==> config.mk <==
export PLATFORM = sky130hd
export DESIGN_NAME = psq_sequencer
export DESIGN_NICKNAME = d
export VERILOG_FILES = /design/src/common/psq_pkg.sv /design/src/verilog/psq_phase_gen.sv /design/src/verilog/psq_sequencer.sv
export SDC_FILE = /design/constraint.sdc
export NUM_CORES = 1
export LEC_CHECK = 0
export ABC_CLOCK_PERIOD_IN_PS = 3600
export BUFFER_PORTS_ARGS = -buffer_cell sky130_fd_sc_hd__buf_2
export CORE_MARGIN = 2
export CORE_UTILIZATION = 40
export CTS_CLUSTER_DIAMETER = 150
export DETAILED_ROUTE_END_ITERATION = 7
export PLACE_DENSITY_LB_ADDON = 0.05
export SLEW_MARGIN = 20
export SYNTH_ARGS = -nofsm -noshare
export SYNTH_HDL_FRONTEND = slang
export SYNTH_HIERARCHICAL = 1
export SYNTH_SLANG_ARGS = --single-unit
==> constraint.sdc <==
create_clock -name clk -period 3.6 [get_ports clk]
set_input_delay 0.72 -clock clk [delete_from_list [all_inputs] [get_ports clk]]
set_output_delay 0.72 -clock clk [all_outputs]
set_load 0.01 [all_outputs]
==> src/common/psq_pkg.sv <==
// constants and types for the program sequencer
package psq_pkg;
   localparam int PC_W = 12;
   localparam int INSN_W = 16;
   localparam int STACK_DEPTH = 8;
   localparam int SIDX_W = 3;
   localparam int PHASES = 4;
   localparam logic [11:0] RESET_VEC = 12'h000;
   localparam logic [11:0] VEC_EXT0 = 12'h004;
   localparam logic [11:0] VEC_EXT1 = 12'h008;
   localparam logic [11:0] VEC_TMR0 = 12'h00C;
   localparam logic [11:0] VEC_TMR1 = 12'h010;
   localparam logic [11:0] VEC_SER = 12'h014;
   localparam logic [11:0] VEC_MULTI = 12'h018;
   localparam int SST_SYS = 1024;
   localparam logic [10:0] SST_CYCLES = 11'(SST_SYS);
   localparam logic [1:0] PH_FETCH = 2'h0;
   localparam logic [1:0] PH_LAST = 2'h3;
   typedef enum logic [2:0] {
      PSQ_OP_NEXT = 3'h0,
      PSQ_OP_SKIP = 3'h1,
      PSQ_OP_JUMP = 3'h2,
      PSQ_OP_CALL = 3'h3,
      PSQ_OP_RET = 3'h4,
      PSQ_OP_LOW = 3'h5
   } psq_op_t;
   typedef enum logic [1:0] {
      PSQ_ST_START = 2'h0,
      PSQ_ST_RUN = 2'h1,
      PSQ_ST_HALT = 2'h2
   } psq_state_t;
endpackage

==> src/verilog/psq_phase_gen.sv <==
// four-phase generator for the instruction cycle
`timescale 1ns/10ps
`default_nettype none
module psq_phase_gen (
   input wire logic clk,
   input wire logic nrst,
   input wire logic run,
   output logic [1:0] phase,
   output logic cycle_end
);
   logic [1:0] phase_q;

   always_ff @(posedge clk or negedge nrst) begin
      if (!nrst) begin
         phase_q <= 2'h0;
      end else if (!run) begin
         phase_q <= 2'h0;
      end else begin
         phase_q <= phase_q + 2'h1;
      end
   end

   assign phase = phase_q;
   assign cycle_end = run && (phase_q == psq_pkg::PH_LAST);
endmodule
`default_nettype wire

==> src/verilog/psq_sequencer.sv <==
// program sequencer: pc, prefetch pipeline, return stack, start-up delay
`timescale 1ns/10ps
`default_nettype none
module psq_sequencer (
   input wire logic clk,
   input wire logic nrst,
   input wire logic [15:0] rom_data,
   output logic [11:0] rom_addr,
   output logic rom_rd,
   output logic [15:0] insn,
   output logic insn_valid,
   output logic exec_strobe,
   input wire psq_pkg::psq_op_t op,
   input wire logic skip_taken,
   input wire logic [11:0] jump_target,
   input wire logic [7:0] counter_low_byte,
   input wire logic [5:0] irq_req,
   output logic irq_ack,
   output logic [2:0] irq_src,
   input wire logic halt_req,
   input wire logic wake,
   output logic halted,
   output logic running,
   output logic [11:0] pc,
   output logic [2:0] stack_index,
   output logic stack_full
);
   ////////////////////////////////////////////////////////////////////
   logic [1:0] phase;
   logic cycle_end;
   psq_pkg::psq_state_t state_q;
   logic [10:0] sst_q;
   logic [11:0] pc_q;
   logic [11:0] pc_d;
   logic [15:0] insn_q;
   logic valid_q;
   logic [11:0] stack_q [psq_pkg::STACK_DEPTH];
   logic [2:0] sidx_q;
   logic [3:0] depth_q;
   logic ack_q;
   logic [2:0] src_q;
   logic irq_take;
   logic [2:0] irq_pick;
   logic [11:0] irq_vec;
   logic transfer;
   logic push;
   logic pop;
   logic run;

   assign run = (state_q == psq_pkg::PSQ_ST_RUN);

   psq_phase_gen u_phase (
      .clk(clk),
      .nrst(nrst),
      .run(run),
      .phase(phase),
      .cycle_end(cycle_end)
   );

   ////////////////////////////////////////////////////////////////////
   // start-up delay
   always_ff @(posedge clk or negedge nrst) begin
      if (!nrst) begin
         state_q <= psq_pkg::PSQ_ST_START;
         sst_q <= 11'h000;
      end else begin
         unique case (state_q)
            psq_pkg::PSQ_ST_START: begin
               if (sst_q == psq_pkg::SST_CYCLES - 11'h001) begin
                  state_q <= psq_pkg::PSQ_ST_RUN;
                  sst_q <= 11'h000;
               end else begin
                  sst_q <= sst_q + 11'h001;
               end
            end
            psq_pkg::PSQ_ST_RUN: begin
               if (halt_req && cycle_end) begin
                  state_q <= psq_pkg::PSQ_ST_HALT;
               end
            end
            psq_pkg::PSQ_ST_HALT: begin
               if (wake) begin
                  state_q <= psq_pkg::PSQ_ST_START;
               end
            end
            default: begin
               state_q <= psq_pkg::PSQ_ST_START;
            end
         endcase
      end
   end

   ////////////////////////////////////////////////////////////////////
   // interrupt priority: lowest index wins; blocked while stack is full
   always_comb begin
      irq_pick = 3'h0;
      for (int i = 5; i >= 0; i--) begin
         if (irq_req[i]) begin
            irq_pick = 3'(i);
         end
      end
   end

   always_comb begin
      unique case (irq_pick)
         3'h0: irq_vec = psq_pkg::VEC_EXT0;
         3'h1: irq_vec = psq_pkg::VEC_EXT1;
         3'h2: irq_vec = psq_pkg::VEC_TMR0;
         3'h3: irq_vec = psq_pkg::VEC_TMR1;
         3'h4: irq_vec = psq_pkg::VEC_SER;
         default: irq_vec = psq_pkg::VEC_MULTI;
      endcase
   end

   // an interrupt replaces the next instruction only after a plain execute slot
   assign irq_take = cycle_end && valid_q && (|irq_req) && (depth_q < 4'h8)
                     && (op == psq_pkg::PSQ_OP_NEXT || (op == psq_pkg::PSQ_OP_SKIP && !skip_taken));

   ////////////////////////////////////////////////////////////////////
   // next counter value at the end of the instruction cycle
   always_comb begin
      pc_d = pc_q;
      transfer = 1'b0;
      push = 1'b0;
      pop = 1'b0;
      if (irq_take) begin
         // vector load, pc of the unexecuted prefetch is pushed
         pc_d = irq_vec;
         transfer = 1'b1;
         push = 1'b1;
      end else if (valid_q) begin
         unique case (op)
            psq_pkg::PSQ_OP_SKIP: begin
               // skip discards the prefetch fetched from pc; pc steps by one past it
               pc_d = pc_q + 12'h001;
               transfer = skip_taken;
            end
            psq_pkg::PSQ_OP_JUMP: begin
               pc_d = jump_target;
               transfer = 1'b1;
            end
            psq_pkg::PSQ_OP_CALL: begin
               pc_d = jump_target;
               transfer = 1'b1;
               push = 1'b1;
            end
            psq_pkg::PSQ_OP_RET: begin
               pc_d = stack_q[sidx_q - 3'h1];
               transfer = 1'b1;
               pop = 1'b1;
            end
            psq_pkg::PSQ_OP_LOW: begin
               pc_d = {pc_q[11:8], counter_low_byte};
               transfer = 1'b1;
            end
            default: begin
               pc_d = pc_q + 12'h001;
            end
         endcase
      end else begin
         pc_d = pc_q + 12'h001;
      end
   end

   ////////////////////////////////////////////////////////////////////
   // twelve-bit counter; transfer refetches, dummy slot follows
   always_ff @(posedge clk or negedge nrst) begin
      if (!nrst) begin
         pc_q <= psq_pkg::RESET_VEC;
      end else if (cycle_end) begin
         pc_q <= pc_d;
      end
   end

   // prefetch is kept through halt so the word after the halt runs on wake
   // prefetch register, invalid after reset and transfer
   always_ff @(posedge clk or negedge nrst) begin
      if (!nrst) begin
         insn_q <= 16'h0000;
         valid_q <= 1'b0;
      end else if (cycle_end) begin
         insn_q <= rom_data;
         valid_q <= !transfer;
      end
   end

   ////////////////////////////////////////////////////////////////////
   // eight-level return stack, oldest entry overwritten on overflow
   always_ff @(posedge clk or negedge nrst) begin
      if (!nrst) begin
         sidx_q <= 3'h0;
         depth_q <= 4'h0;
      end else if (cycle_end) begin
         if (push) begin
            sidx_q <= sidx_q + 3'h1;
            depth_q <= (depth_q == 4'h8) ? 4'h8 : depth_q + 4'h1;
         end else if (pop) begin
            sidx_q <= sidx_q - 3'h1;
            depth_q <= (depth_q == 4'h0) ? 4'h0 : depth_q - 4'h1;
         end
      end
   end

   generate
      for (genvar g = 0; g < psq_pkg::STACK_DEPTH; g++) begin : g_stack
         always_ff @(posedge clk or negedge nrst) begin
            if (!nrst) begin
               stack_q[g] <= 12'h000;
            end else if (cycle_end && push && sidx_q == 3'(g)) begin
               stack_q[g] <= pc_q;
            end
         end
      end
   endgenerate

   always_ff @(posedge clk or negedge nrst) begin
      if (!nrst) begin
         ack_q <= 1'b0;
         src_q <= 3'h0;
      end else begin
         ack_q <= irq_take;
         if (irq_take) begin
            src_q <= irq_pick;
         end
      end
   end

   ////////////////////////////////////////////////////////////////////
   assign rom_addr = pc_q;
   assign rom_rd = run && (phase == psq_pkg::PH_LAST);
   assign insn = insn_q;
   assign insn_valid = valid_q;
   assign exec_strobe = cycle_end && valid_q;
   assign irq_ack = ack_q;
   assign irq_src = src_q;
   assign halted = (state_q == psq_pkg::PSQ_ST_HALT);
   assign running = run;
   assign pc = pc_q;
   assign stack_index = sidx_q;
   assign stack_full = (depth_q == 4'h8);

   ////////////////////////////////////////////////////////////////////
   property p_cycle_len;
      @(posedge clk) disable iff (!nrst)
      (run && phase == 2'h0) |-> ##3 cycle_end;
   endproperty
   a_cycle_len: assert property (p_cycle_len) else $error("cycle not four clocks");

   property p_pc_inc;
      @(posedge clk) disable iff (!nrst)
      (cycle_end && !transfer && op != psq_pkg::PSQ_OP_SKIP) |=> pc_q == $past(pc_q) + 12'h001;
   endproperty
   a_pc_inc: assert property (p_pc_inc) else $error("pc did not advance by one");

   property p_jump;
      @(posedge clk) disable iff (!nrst)
      (cycle_end && valid_q && !irq_take && op == psq_pkg::PSQ_OP_JUMP) |=> pc_q == $past(jump_target);
   endproperty
   a_jump: assert property (p_jump) else $error("jump target not loaded");

   property p_low;
      @(posedge clk) disable iff (!nrst)
      (cycle_end && valid_q && !irq_take && op == psq_pkg::PSQ_OP_LOW)
      |=> pc_q == {$past(pc_q[11:8]), $past(counter_low_byte)};
   endproperty
   a_low: assert property (p_low) else $error("low byte write wrong");

   property p_dummy;
      @(posedge clk) disable iff (!nrst)
      (cycle_end && transfer) |=> !valid_q [*4];
   endproperty
   a_dummy: assert property (p_dummy) else $error("no dummy cycle after transfer");

   property p_vec;
      @(posedge clk) disable iff (!nrst)
      irq_take |=> (pc_q[11:5] == 7'h00) && (pc_q[1:0] == 2'h0);
   endproperty
   a_vec: assert property (p_vec) else $error("vector bits not zero");

   property p_sst;
      @(posedge clk) disable iff (!nrst)
      $rose(state_q == psq_pkg::PSQ_ST_START) |-> !run [*8];
   endproperty
   a_sst: assert property (p_sst) else $error("ran during start-up delay");

   property p_push;
      @(posedge clk) disable iff (!nrst)
      (cycle_end && push) |=> sidx_q == $past(sidx_q) + 3'h1;
   endproperty
   a_push: assert property (p_push) else $error("stack not pushed");
endmodule
`default_nettype wire

# After elaboration in Yosys (flattened, before gate mapping)
# Index checks and enable logic that the tools add are counted.
# Widths: inputs -> output; s select.
[totals]
elab_cells = 119
in_bits = 50
out_inout_bits = 53
regBits = 151
[classes]
add_sub_neg = 7
n_reduce_logical = 31
mux = 34
magnitude_cmp = 2
bitwise = 1
eq_ne = 25
[ops]
columns = ["operator", "n"]
rows = [
  ["$mux 12", 4],
  ["$bmux 12 s3", 1],
  ["$pmux 12 s3", 1],
  ["$pmux 5 s5", 1],
  ["$mux 3", 8],
  ["$eq 3x3->1 const B", 7],
  ["$eq 3x2->1 const B", 6],
  ["$logic_and 1x1->1", 16],
  ["$mux 4", 4],
  ["$add 12x1->12 const B", 1],
  ["$add 11x1->11 const B", 1],
  ["$eq 11x10->1 const B", 1],
  ["$mux 11", 1],
  ["$eq 3x1->1 const B", 3],
  ["$logic_not 3->1", 3],
  ["$mux 1", 8],
  ["$mux 2", 4],
  ["$ne 2x2->1 const B", 3],
  ["$pmux 2 s3", 1],
  ["$reduce_or 6->1", 1],
  ["$add 4x1->4 const B", 1],
  ["$eq 2x2->1 const B", 2],
  ["$eq 4x4->1 const B", 1],
  ["$ge 4x4->1 const B", 1],
  ["other kinds (18)", 20],
]

# Longest topological paths before layout
# Gate-level depths: netlist (run 1).
[logic_depth]
depth_word = 9
ltp_mapped = 11
depth_no_buf = 8

# Modules after synthesis
# The synthesis (run 1) kept the hierarchy.
[by_module_without_submodules]
columns = ["mod", "cells_each", "seq_area_each_um2", "area_each_um2", "instances"]
rows = [
  ["psq_sequencer", 605, 3728.6, 7693.6, 1],
  ["psq_phase_gen", 6, 50.0, 88.8, 1],
]

# Worst setup path after synthesis (run 1)
# Ideal clock, no wire load.
[synth_timing]
kind = "register to register"
from = "register sidx_q[0], in the netlist stack_index[0]"
to = "register pc_q[9], in the netlist pc[9]"
t_required_ns = 3.464
path_buffers = 4
arrival_ns = 2.541
slack_ns = 0.923
path_stages_with_launch = 12
setup_ns = 0.136
period_less_slack_ns = 2.677
path_cell_list = "dfrtp_1 buf_2 clkbuf_8 inv_1 ha_1 clkbuf_8 buf_1 mux4_2 mux2i_1 nor2_1 a2111oi_0 nor3_1"
[synth_between]
elab_chain_len = 8
[synth_rtl]
columns = ["element", "line", "source"]
rows = [
  ["start, declared", "psq_sequencer.sv:38", "logic [2:0] sidx_q;"],
  ["start signal, assigned", "psq_sequencer.sv:195", "sidx_q <= sidx_q + 3'h1;"],
  ["start signal, assigned", "psq_sequencer.sv:198", "sidx_q <= sidx_q - 3'h1;"],
  ["$sub 3x1->3", "psq_sequencer.sv:148", "pc_d = stack_q[sidx_q - 3'h1];"],
  ["$not 3->4 (not written as such)", "psq_sequencer.sv:148", ""],
  ["$bmux 12 s3", "psq_sequencer.sv:148", ""],
  ["$mux 12 (not written as such) (2 in series)", "psq_sequencer.sv:148", ""],
  ["$pmux 12 s3", "psq_sequencer.sv:132", "unique case (op)"],
  ["$mux 12", "psq_sequencer.sv:131", "end else if (valid_q) begin"],
  ["$mux 12", "psq_sequencer.sv:126", "if (irq_take) begin"],
  ["end signal, assigned", "psq_sequencer.sv:169", "pc_q <= psq_pkg::RESET_VEC;"],
  ["end signal, assigned", "psq_sequencer.sv:171", "pc_q <= pc_d;"],
  ["end, declared", "psq_sequencer.sv:33", "logic [11:0] pc_q;"],
]
# Every way passes these cells. The select of a mux whose other input is x is not followed.
# A chain may end at the register's enable or synchronous reset.

# Worst setup path in the final report (run 1)
[layout_timing]
from = "register state_q[0]"
to = "register stack_q[39] (netlist name)"
[layout_between]
elab_chain_len = 9
[layout_rtl]
columns = ["element", "line", "source"]
rows = [
  ["start, declared", "psq_sequencer.sv:31", "psq_pkg::psq_state_t state_q;"],
  ["start signal, assigned", "psq_sequencer.sv:64", "state_q <= psq_pkg::PSQ_ST_START;"],
  ["start signal, assigned", "psq_sequencer.sv:70", "state_q <= psq_pkg::PSQ_ST_RUN;"],
  ["start signal, assigned", "psq_sequencer.sv:78", "state_q <= psq_pkg::PSQ_ST_HALT;"],
  ["$eq 2x1->1 *", "psq_sequencer.sv:50", "assign run = (state_q == psq_pkg::PSQ_ST_RUN);"],
  ["$logic_and 1x1->1 *", "psq_phase_gen.sv:24", "assign cycle_end = run && (phase_q == psq_pkg::PH_LAST);"],
  ["via cycle_end", "psq_sequencer.sv:30", "logic cycle_end;"],
  ["$logic_and 1x1->1 (3 in series)", "psq_sequencer.sv:116", "assign irq_take = cycle_end && valid_q && (|irq_req) && (depth_q < 4'h8)"],
  ["$logic_and 1x1->1", "psq_sequencer.sv:117", "&& (op == psq_pkg::PSQ_OP_NEXT || (op == psq_pkg::PSQ_OP_SKIP && !skip_taken));"],
  ["$mux 1", "psq_sequencer.sv:126", ""],
  ["$logic_and 1x1->1 * (2 in series)", "psq_sequencer.sv:209", "end else if (cycle_end && push && sidx_q == 3'(g)) begin"],
  ["end signal, assigned by index", "psq_sequencer.sv:210", "stack_q[g] <= pc_q;"],
  ["end, declared", "psq_sequencer.sv:37", "logic [11:0] stack_q [psq_pkg::STACK_DEPTH];"],
]
# The timed path passes the listed nets; every way through them passes the cells marked *.

==> flow_metrics.py, run 1 <==
metrics = {
    "power_and_ir_drop": {
        "power.switching_mw": 1.78,
        "power.density_nw_per_um2": 612,
        "pwr-share-comb": 0.245,
        "vdd_drop_max_mv": 0.320,
        "cellLeakagePower_nw": 4.41,
        "seqPwrFrac": 0.418,
        "switching_share": 0.324,
        "p_int_mw": 3.72,
        "pwr-share-clk": 0.337,
    },
    "synth": {
        "synth_cells": 611,
        "synth_nets": 674,
        "yosysTopAreaCell": "dfrtp_1",
        "synth-async-reset-ratio": 1.00,
        "synth_top_cells_by_count": "dfrtp_1, mux2_2, nand2_1, nor2_1, a21oi_1",
        "synth_area_per_cell_um2": 12.7,
        "synthDistinctLibCells": 66,
        "synthMostInstantiatedCell": "dfrtp_1",
        "synth_seq_area_share": 0.486,
        "syn_area_um2": 7780,
        "ys_seq_elements": 151,
        "synth_area_leaders": "dfrtp_1, mux2_2, mux4_2",
        "synth_top_area_frac": 0.486,
        "synthFlopType": "dfrtp_1",
        "ys_warn_count": 6,
        "synth_edf_count": 0,
    },
    "route": {
        "dr.first_iter.drc_count": 230,
        "dr.pass1.iters": 4,
        "viasPerCell": 5.45,
        "antenna_left": 0,
        "vias": 5275,
        "avgRoutedWirePerCell_um": 20.1,
        "route.detailed.drc": 0,
        "wl_um": 19400,
    },
    "global_routing": {
        "antenna_found_initial": 0,
        "grt_pass1_vias": 5471,
        "grt_max_degree": 85,
        "grt_pass1_wl_um": 30200,
        "overflow": 0,
        "grt.total_usage": 0.196,
    },
    "cts": {
        "ctsHoldBuffers": 0,
        "postCtsSetupBuffers": 0,
        "cts_buffer_depth": 2,
        "clock_latency_ps": 430,
        "cts_resized": 0,
        "htree_levels": 4,
        "path_clk_slew_ps": 60,
        "cts_sinks": 151,
        "cts-root-buf": "clkbuf_16",
        "cts_buffers": 17,
        "cts_tree": "yes",
    },
    "finish": {
        "seqCellArea_um2": 3780,
        "area_growth_pct": 15.7,
        "nets": 755,
        "fillerInstances": 1782,
        "diodes": 0,
        "drive_gt1_frac": 0.427,
        "multiInputGateArea_um2": 3600,
    },
    "floorplanning": {
        "pin_count": 103,
        "die_area_um2": 20600,
        "core_um2": 19300,
        "start_util": 0.404,
        "dieWidth_um": 143,
        "die_y_um": 143,
        "row_count": 51,
    },
    "critical_path": {
        "cp-start-kind": "flop",
        "crit_path_end_kind": "flop",
        "crit_type": "reg2reg",
        "critPathArrivalTime_ps": 3200,
        "cp.required_ps": 3900,
        "cp_max_fo": 17,
    },
    "timing": {
        "slew_violations": 0,
        "rsz0062_at_grt": "no",
        "fin_ws_ps": 698,
        "hold_viol": 0,
        "skew_ps": 14.5,
        "slew_headroom": 0.469,
        "post-route-period-util": 0.806,
        "tightestPinTransition_ps": 796,
        "whs_ps": 325,
        "max_freq_ghz": 0.345,
        "fin_crit_ps": 2900,
        "setup_violations": 0,
        "fin_setup_tns_ps": 0,
    },
    "status": {
        "status": "finished, final reports clean",
    },
    "placed_design": {
        "gp_congestion": 0.862,
        "portBuffers": 102,
        "dp_slack_ps": 592,
        "hpwl_um": 13200,
    },
    "job": {
        "maxCapViolCount": 0,
    },
    "min_path": {
        "min_path_type": "in2async",
    },
}
## kinds of logic after synthesis
kind of cell,after synthesis,share of synthesized area
compound gates,88,0.0783
simple gates,124,0.0857
mux,156,0.264
fa+ha+maj,13,0.0209
buf+inv,69,0.0514
xor+xnor,10,0.0137
flops,151,0.486
## registers in the layout (all words and copies together) (netlist names)
signal         cells
stack_q           96
insn              16
pc                12
sst_q             11
depth_q            4
irq_src            3
stack_index        3
state_q            2
u_phase/phase      2
insn_valid         1
irq_ack            1
## metal layers
| metal | routed length (µm) | up-vias | GRT usage | part of all wire |
|---|---|---|---|---|
| li1 | - | 2406 | - | - |
| met1 | 9100 | 2704 | 0.268 | 0.47 |
| met2 | 9240 | 137 | 0.315 | 0.48 |
| met3 | 669 | 28 | 0.0330 | 0.034 |
| met4 | 405 | 0 | 0.0728 | 0.021 |
| met5 | 0 | - | 0 | 0 |
## worst paths after layout
| check | startpoint | to | slack [ps] | cells past startpoint |
|---|---|---|---|---|
| worst max-delay path | state_q[0]$_DFFE_PN0P_ | stack_q[39]$_DFFE_PN0P_ | 700 | 7 |
| worst min-delay path | nrst | irq_src[0]$_DFFE_PN0N_ | 320 | 1 |
| worst max register to register | state_q[0]$_DFFE_PN0P_ | stack_q[39]$_DFFE_PN0P_ | 700 | 7 |
| min in group clk | irq_src[0]$_DFFE_PN0N_ | irq_src[0]$_DFFE_PN0N_ | 480 | 2 |
| worst min register to register | irq_src[0]$_DFFE_PN0N_ | irq_src[0]$_DFFE_PN0N_ | 480 | 2 |
| max in group asynchronous | nrst | stack_q[73]$_DFFE_PN0P_ | 2370 | 2 |
## power by group through the flow
| stage | clock [mW] | combinational (mW) | sequential, mW |
|---|---|---|---|
| 2_1_floorplan | 0 | 1.02 | 2.21 |
| 3_3_place_gp | 0 | 1.36 | 2.31 |
| 3_5_place_dp | 0 | 1.37 | 2.33 |
| 4_1_cts | 1.91 | 1.37 | 2.30 |
| 5_1_grt | 1.98 | 1.49 | 2.35 |
| 6_report | 1.85 | 1.35 | 2.30 |
## worst max-delay path, cell delays in order (launching register included)
cell and delay (ps):
dfrtp_1 400, nor2b_1 310, and2_2 230, and2_2 170
nand3_2 140, o21ai_4 550, nand4_2 530, mux2_2 450
## cells in the final DEF, fill, tap and decap left out, drive strengths merged, types with 10 or more instances in the layout
cell type  Yosys  layout
nor2          23      23
nor3          11      11
nand4         11      11
clkbuf        23      21
nand2         32      32
nand3         16      16
ha            13      13
mux4          23      23
dfrtp        151     151
mux2         122     122
a221oi        10      10
mux2i         11      11
o21ai         17      17
inv           16      16
a21oi         21      21
buf           30     115
## area by class of cell
| cell class | count | share of cell area |
|---|---|---|
| clock buffers | 21 | 0.0500 |
| clock inverters | 9 | 0.0168 |
| inverters | 16 | 0.00667 |
| multi-input cells | 391 | 0.400 |
| flip-flops and latches | 151 | 0.420 |
| well taps | 265 | 0.0368 |
| repair buffers | 115 | 0.0696 |
## per-stage QoR
stage / util / cell area [µm²] / instances / power [mW]
3_5_place_dp: 0.436 / 8400 / 938 / 3.70
6_report: 0.467 / 9000 / 968 / 5.51
3_3_place_gp: 0.436 / 8400 / 938 / 3.67
5_1_grt: 0.467 / 9000 / 968 / 5.82
2_1_floorplan: - / 7780 / 611 / 3.23
4_1_cts: 0.467 / 9000 / 968 / 5.58
(Power assumes the default switching activity.)
==> run 2, diff against run 1 <==
Settings changed: ABC_CLOCK_PERIOD_IN_PS 3600 to 2710.
Clock period 3.6 ns to 2.71 ns, I/O delays scaled along.
==> run 2 against run 1 <==
Sequential power rose by 31%. Cell count rose by 1.4%. Worst hold slack got worse by 290 ps. First-iteration DRC count rose by 4.8%. Wire length fell by 2.3%. Via count fell by 0.66%. Critical path type unchanged.
==> flow_metrics.py, run 2 (same netlist as run 1, synthesis figures left out) <==
metrics = {
    "placed_design": {
        "gp_congestion": 0.834,
        "hpwl_um": 12900,
        "portBuffers": 102,
    },
    "global_routing": {
        "antenna_found_initial": 0,
        "grt.total_usage": 0.193,
        "grt_pass1_vias": 5310,
        "overflow": 0,
        "grt_pass1_wl_um": 29700,
        "grt_max_degree": 49,
    },
    "route": {
        "antenna_left": 0,
        "dr.first_iter.drc_count": 241,
        "dr.pass1.iters": 8,
        "viasPerCell": 5.34,
        "route.detailed.drc": 0,
        "avgRoutedWirePerCell_um": 19.3,
        "wl_um": 19000,
        "vias": 5240,
    },
    "critical_path": {
        "cp_max_fo": 12,
        "cp.required_ps": 3010,
        "r2r_cells": 7,
        "cp-start-kind": "flop",
        "crit_chain": "nor2b_1 -> and2_2 -> and2_2 -> nand3_2 -> o21ai_4 -> nand3_4 -> mux2_4",
        "critPathArrivalTime_ps": 2740,
        "cp_slowest_cell": "o21ai_4",
        "slowest_delay_ps": 490,
        "path_common_cell": "and2_2",
        "crit_type": "reg2reg",
        "crit_path_end_kind": "flop",
    },
    "cts": {
        "cts_sinks": 151,
        "cts_buffer_depth": 2,
        "cts_tree": "yes",
        "htree_levels": 4,
        "clock_latency_ps": 420,
        "cts_buffers": 17,
        "ctsHoldBuffers": 0,
        "cts-root-buf": "clkbuf_16",
        "postCtsSetupBuffers": 0,
        "path_clk_slew_ps": 60,
    },
    "finish": {
        "drive_gt1_frac": 0.441,
        "largest_reg_flops": 96,
        "area_growth_pct": 17.8,
        "mostFrequentLayoutCells": "dfrtp_1, mux2_2, buf_2, nand2_1, nor2_1",
        "nets": 767,
        "top_register": "stack_q",
        "layout_commonest_cell": "dfrtp_1",
        "diodes": 0,
    },
    "timing": {
        "fin_setup_tns_ps": 0,
        "fin_crit_ps": 2440,
        "hold_viol": 0,
        "slew_violations": 0,
        "skew_ps": 8.24,
        "slew_headroom": 0.539,
        "setup_violations": 0,
        "max_freq_ghz": 0.410,
        "rsz0062_at_grt": "no",
        "post-route-period-util": 0.901,
        "tightestPinTransition_ps": 689,
    },
    "power_and_ir_drop": {
        "power.density_nw_per_um2": 805,
        "p_total_mw": 7.38,
        "vdd_drop_max_mv": 0.437,
        "cellLeakagePower_nw": 4.47,
    },
    "status": {
        "status": "finished, final reports clean",
    },
    "min_path": {
        "min_path_type": "in2async",
    },
    "floorplanning": {
        "pin_count": 103,
        "core_um2": 19300,
        "start_util": 0.404,
        "dieWidth_um": 143,
        "die_y_um": 143,
        "row_count": 51,
        "die_area_um2": 20600,
    },
    "job": {
        "maxCapViolCount": 0,
    },
}
[run 2: cell types whose count changed in the layout (fill, tap and decap cells not counted)]
cell        delta
buf_12         +3
buf_4          +9
bufinv_16      -1
clkbuf_1       -2
clkinv_2       -1
clkinv_4       +2
clkinvlp_4     +1
inv_6          +2
inv_8          +1
nand4_2        -3
nand4_4        +3
[run 2: timing repair]
action                                 CTS  global route
endpoints found under the hold margin    0             0
setup endpoints to repair                0            36
gates resized for setup                  0             3
[run 2: critical path: cells and delay by family (launching register included)]
| kind | cells | cell delay, ps |
|---|---|---|
| mux | 1 | 410 |
| compound gates | 1 | 490 |
| simple gates | 5 | 1020 |
| flops | 1 | 390 |
[run 2: cell type report]
type / count / area [µm²]
sequential: 151 / 3780
fill: 1781 / 10100
inverter: 16 / 60.1
tap: 265 / 332
clock inverter: 13 / 170
clock buffer: 19 / 443
timing repair buffer: 127 / 754
multi-input combinational: 391 / 3630
[run 2: power by group]
group          internal (mW)  switching, mW  total (mW)
clock                   1.49          0.973        2.46
combinational          0.883           1.03        1.92
sequential              2.57          0.436        3.01
[run 2: final timing paths]
kind	to	start	slack, ps
max in group asynchronous	stack_q[35]$_DFFE_PN0P_	nrst	1820
setup reg to reg	stack_q[51]$_DFFE_PN0P_	state_q[0]$_DFFE_PN0P_	270
setup / recovery	stack_q[51]$_DFFE_PN0P_	state_q[0]$_DFFE_PN0P_	270
hold / removal	pc[10]$_DFFE_PN0P_	nrst	30
hold reg to reg	irq_src[1]$_DFFE_PN0N_	irq_src[1]$_DFFE_PN0N_	480
min in group clk	insn[2]$_DFFE_PN0P_	rom_data[2]	350
[run 2: metrics by stage]
stage	cells	setup slack [ps]	utilization	area (µm²)	hold WS (ps)
floorplan	611	32.9	-	7780	246
global placement	950	61.5	0.443	8530	465
detailed placement	950	7.77	0.443	8530	463
CTS	982	67.2	0.474	9140	33.9
global route	982	62.5	0.476	9170	50.1
finish	982	269	0.476	9170	32.3
[run 2: metal layers]
layer  up-vias  global-route usage  wire, µm
met5         -                   0         0
met4         0              0.0593       239
met1      2649               0.253      8690
met3        14              0.0373       797
met2       140               0.324      9240
li1       2437                   -         -
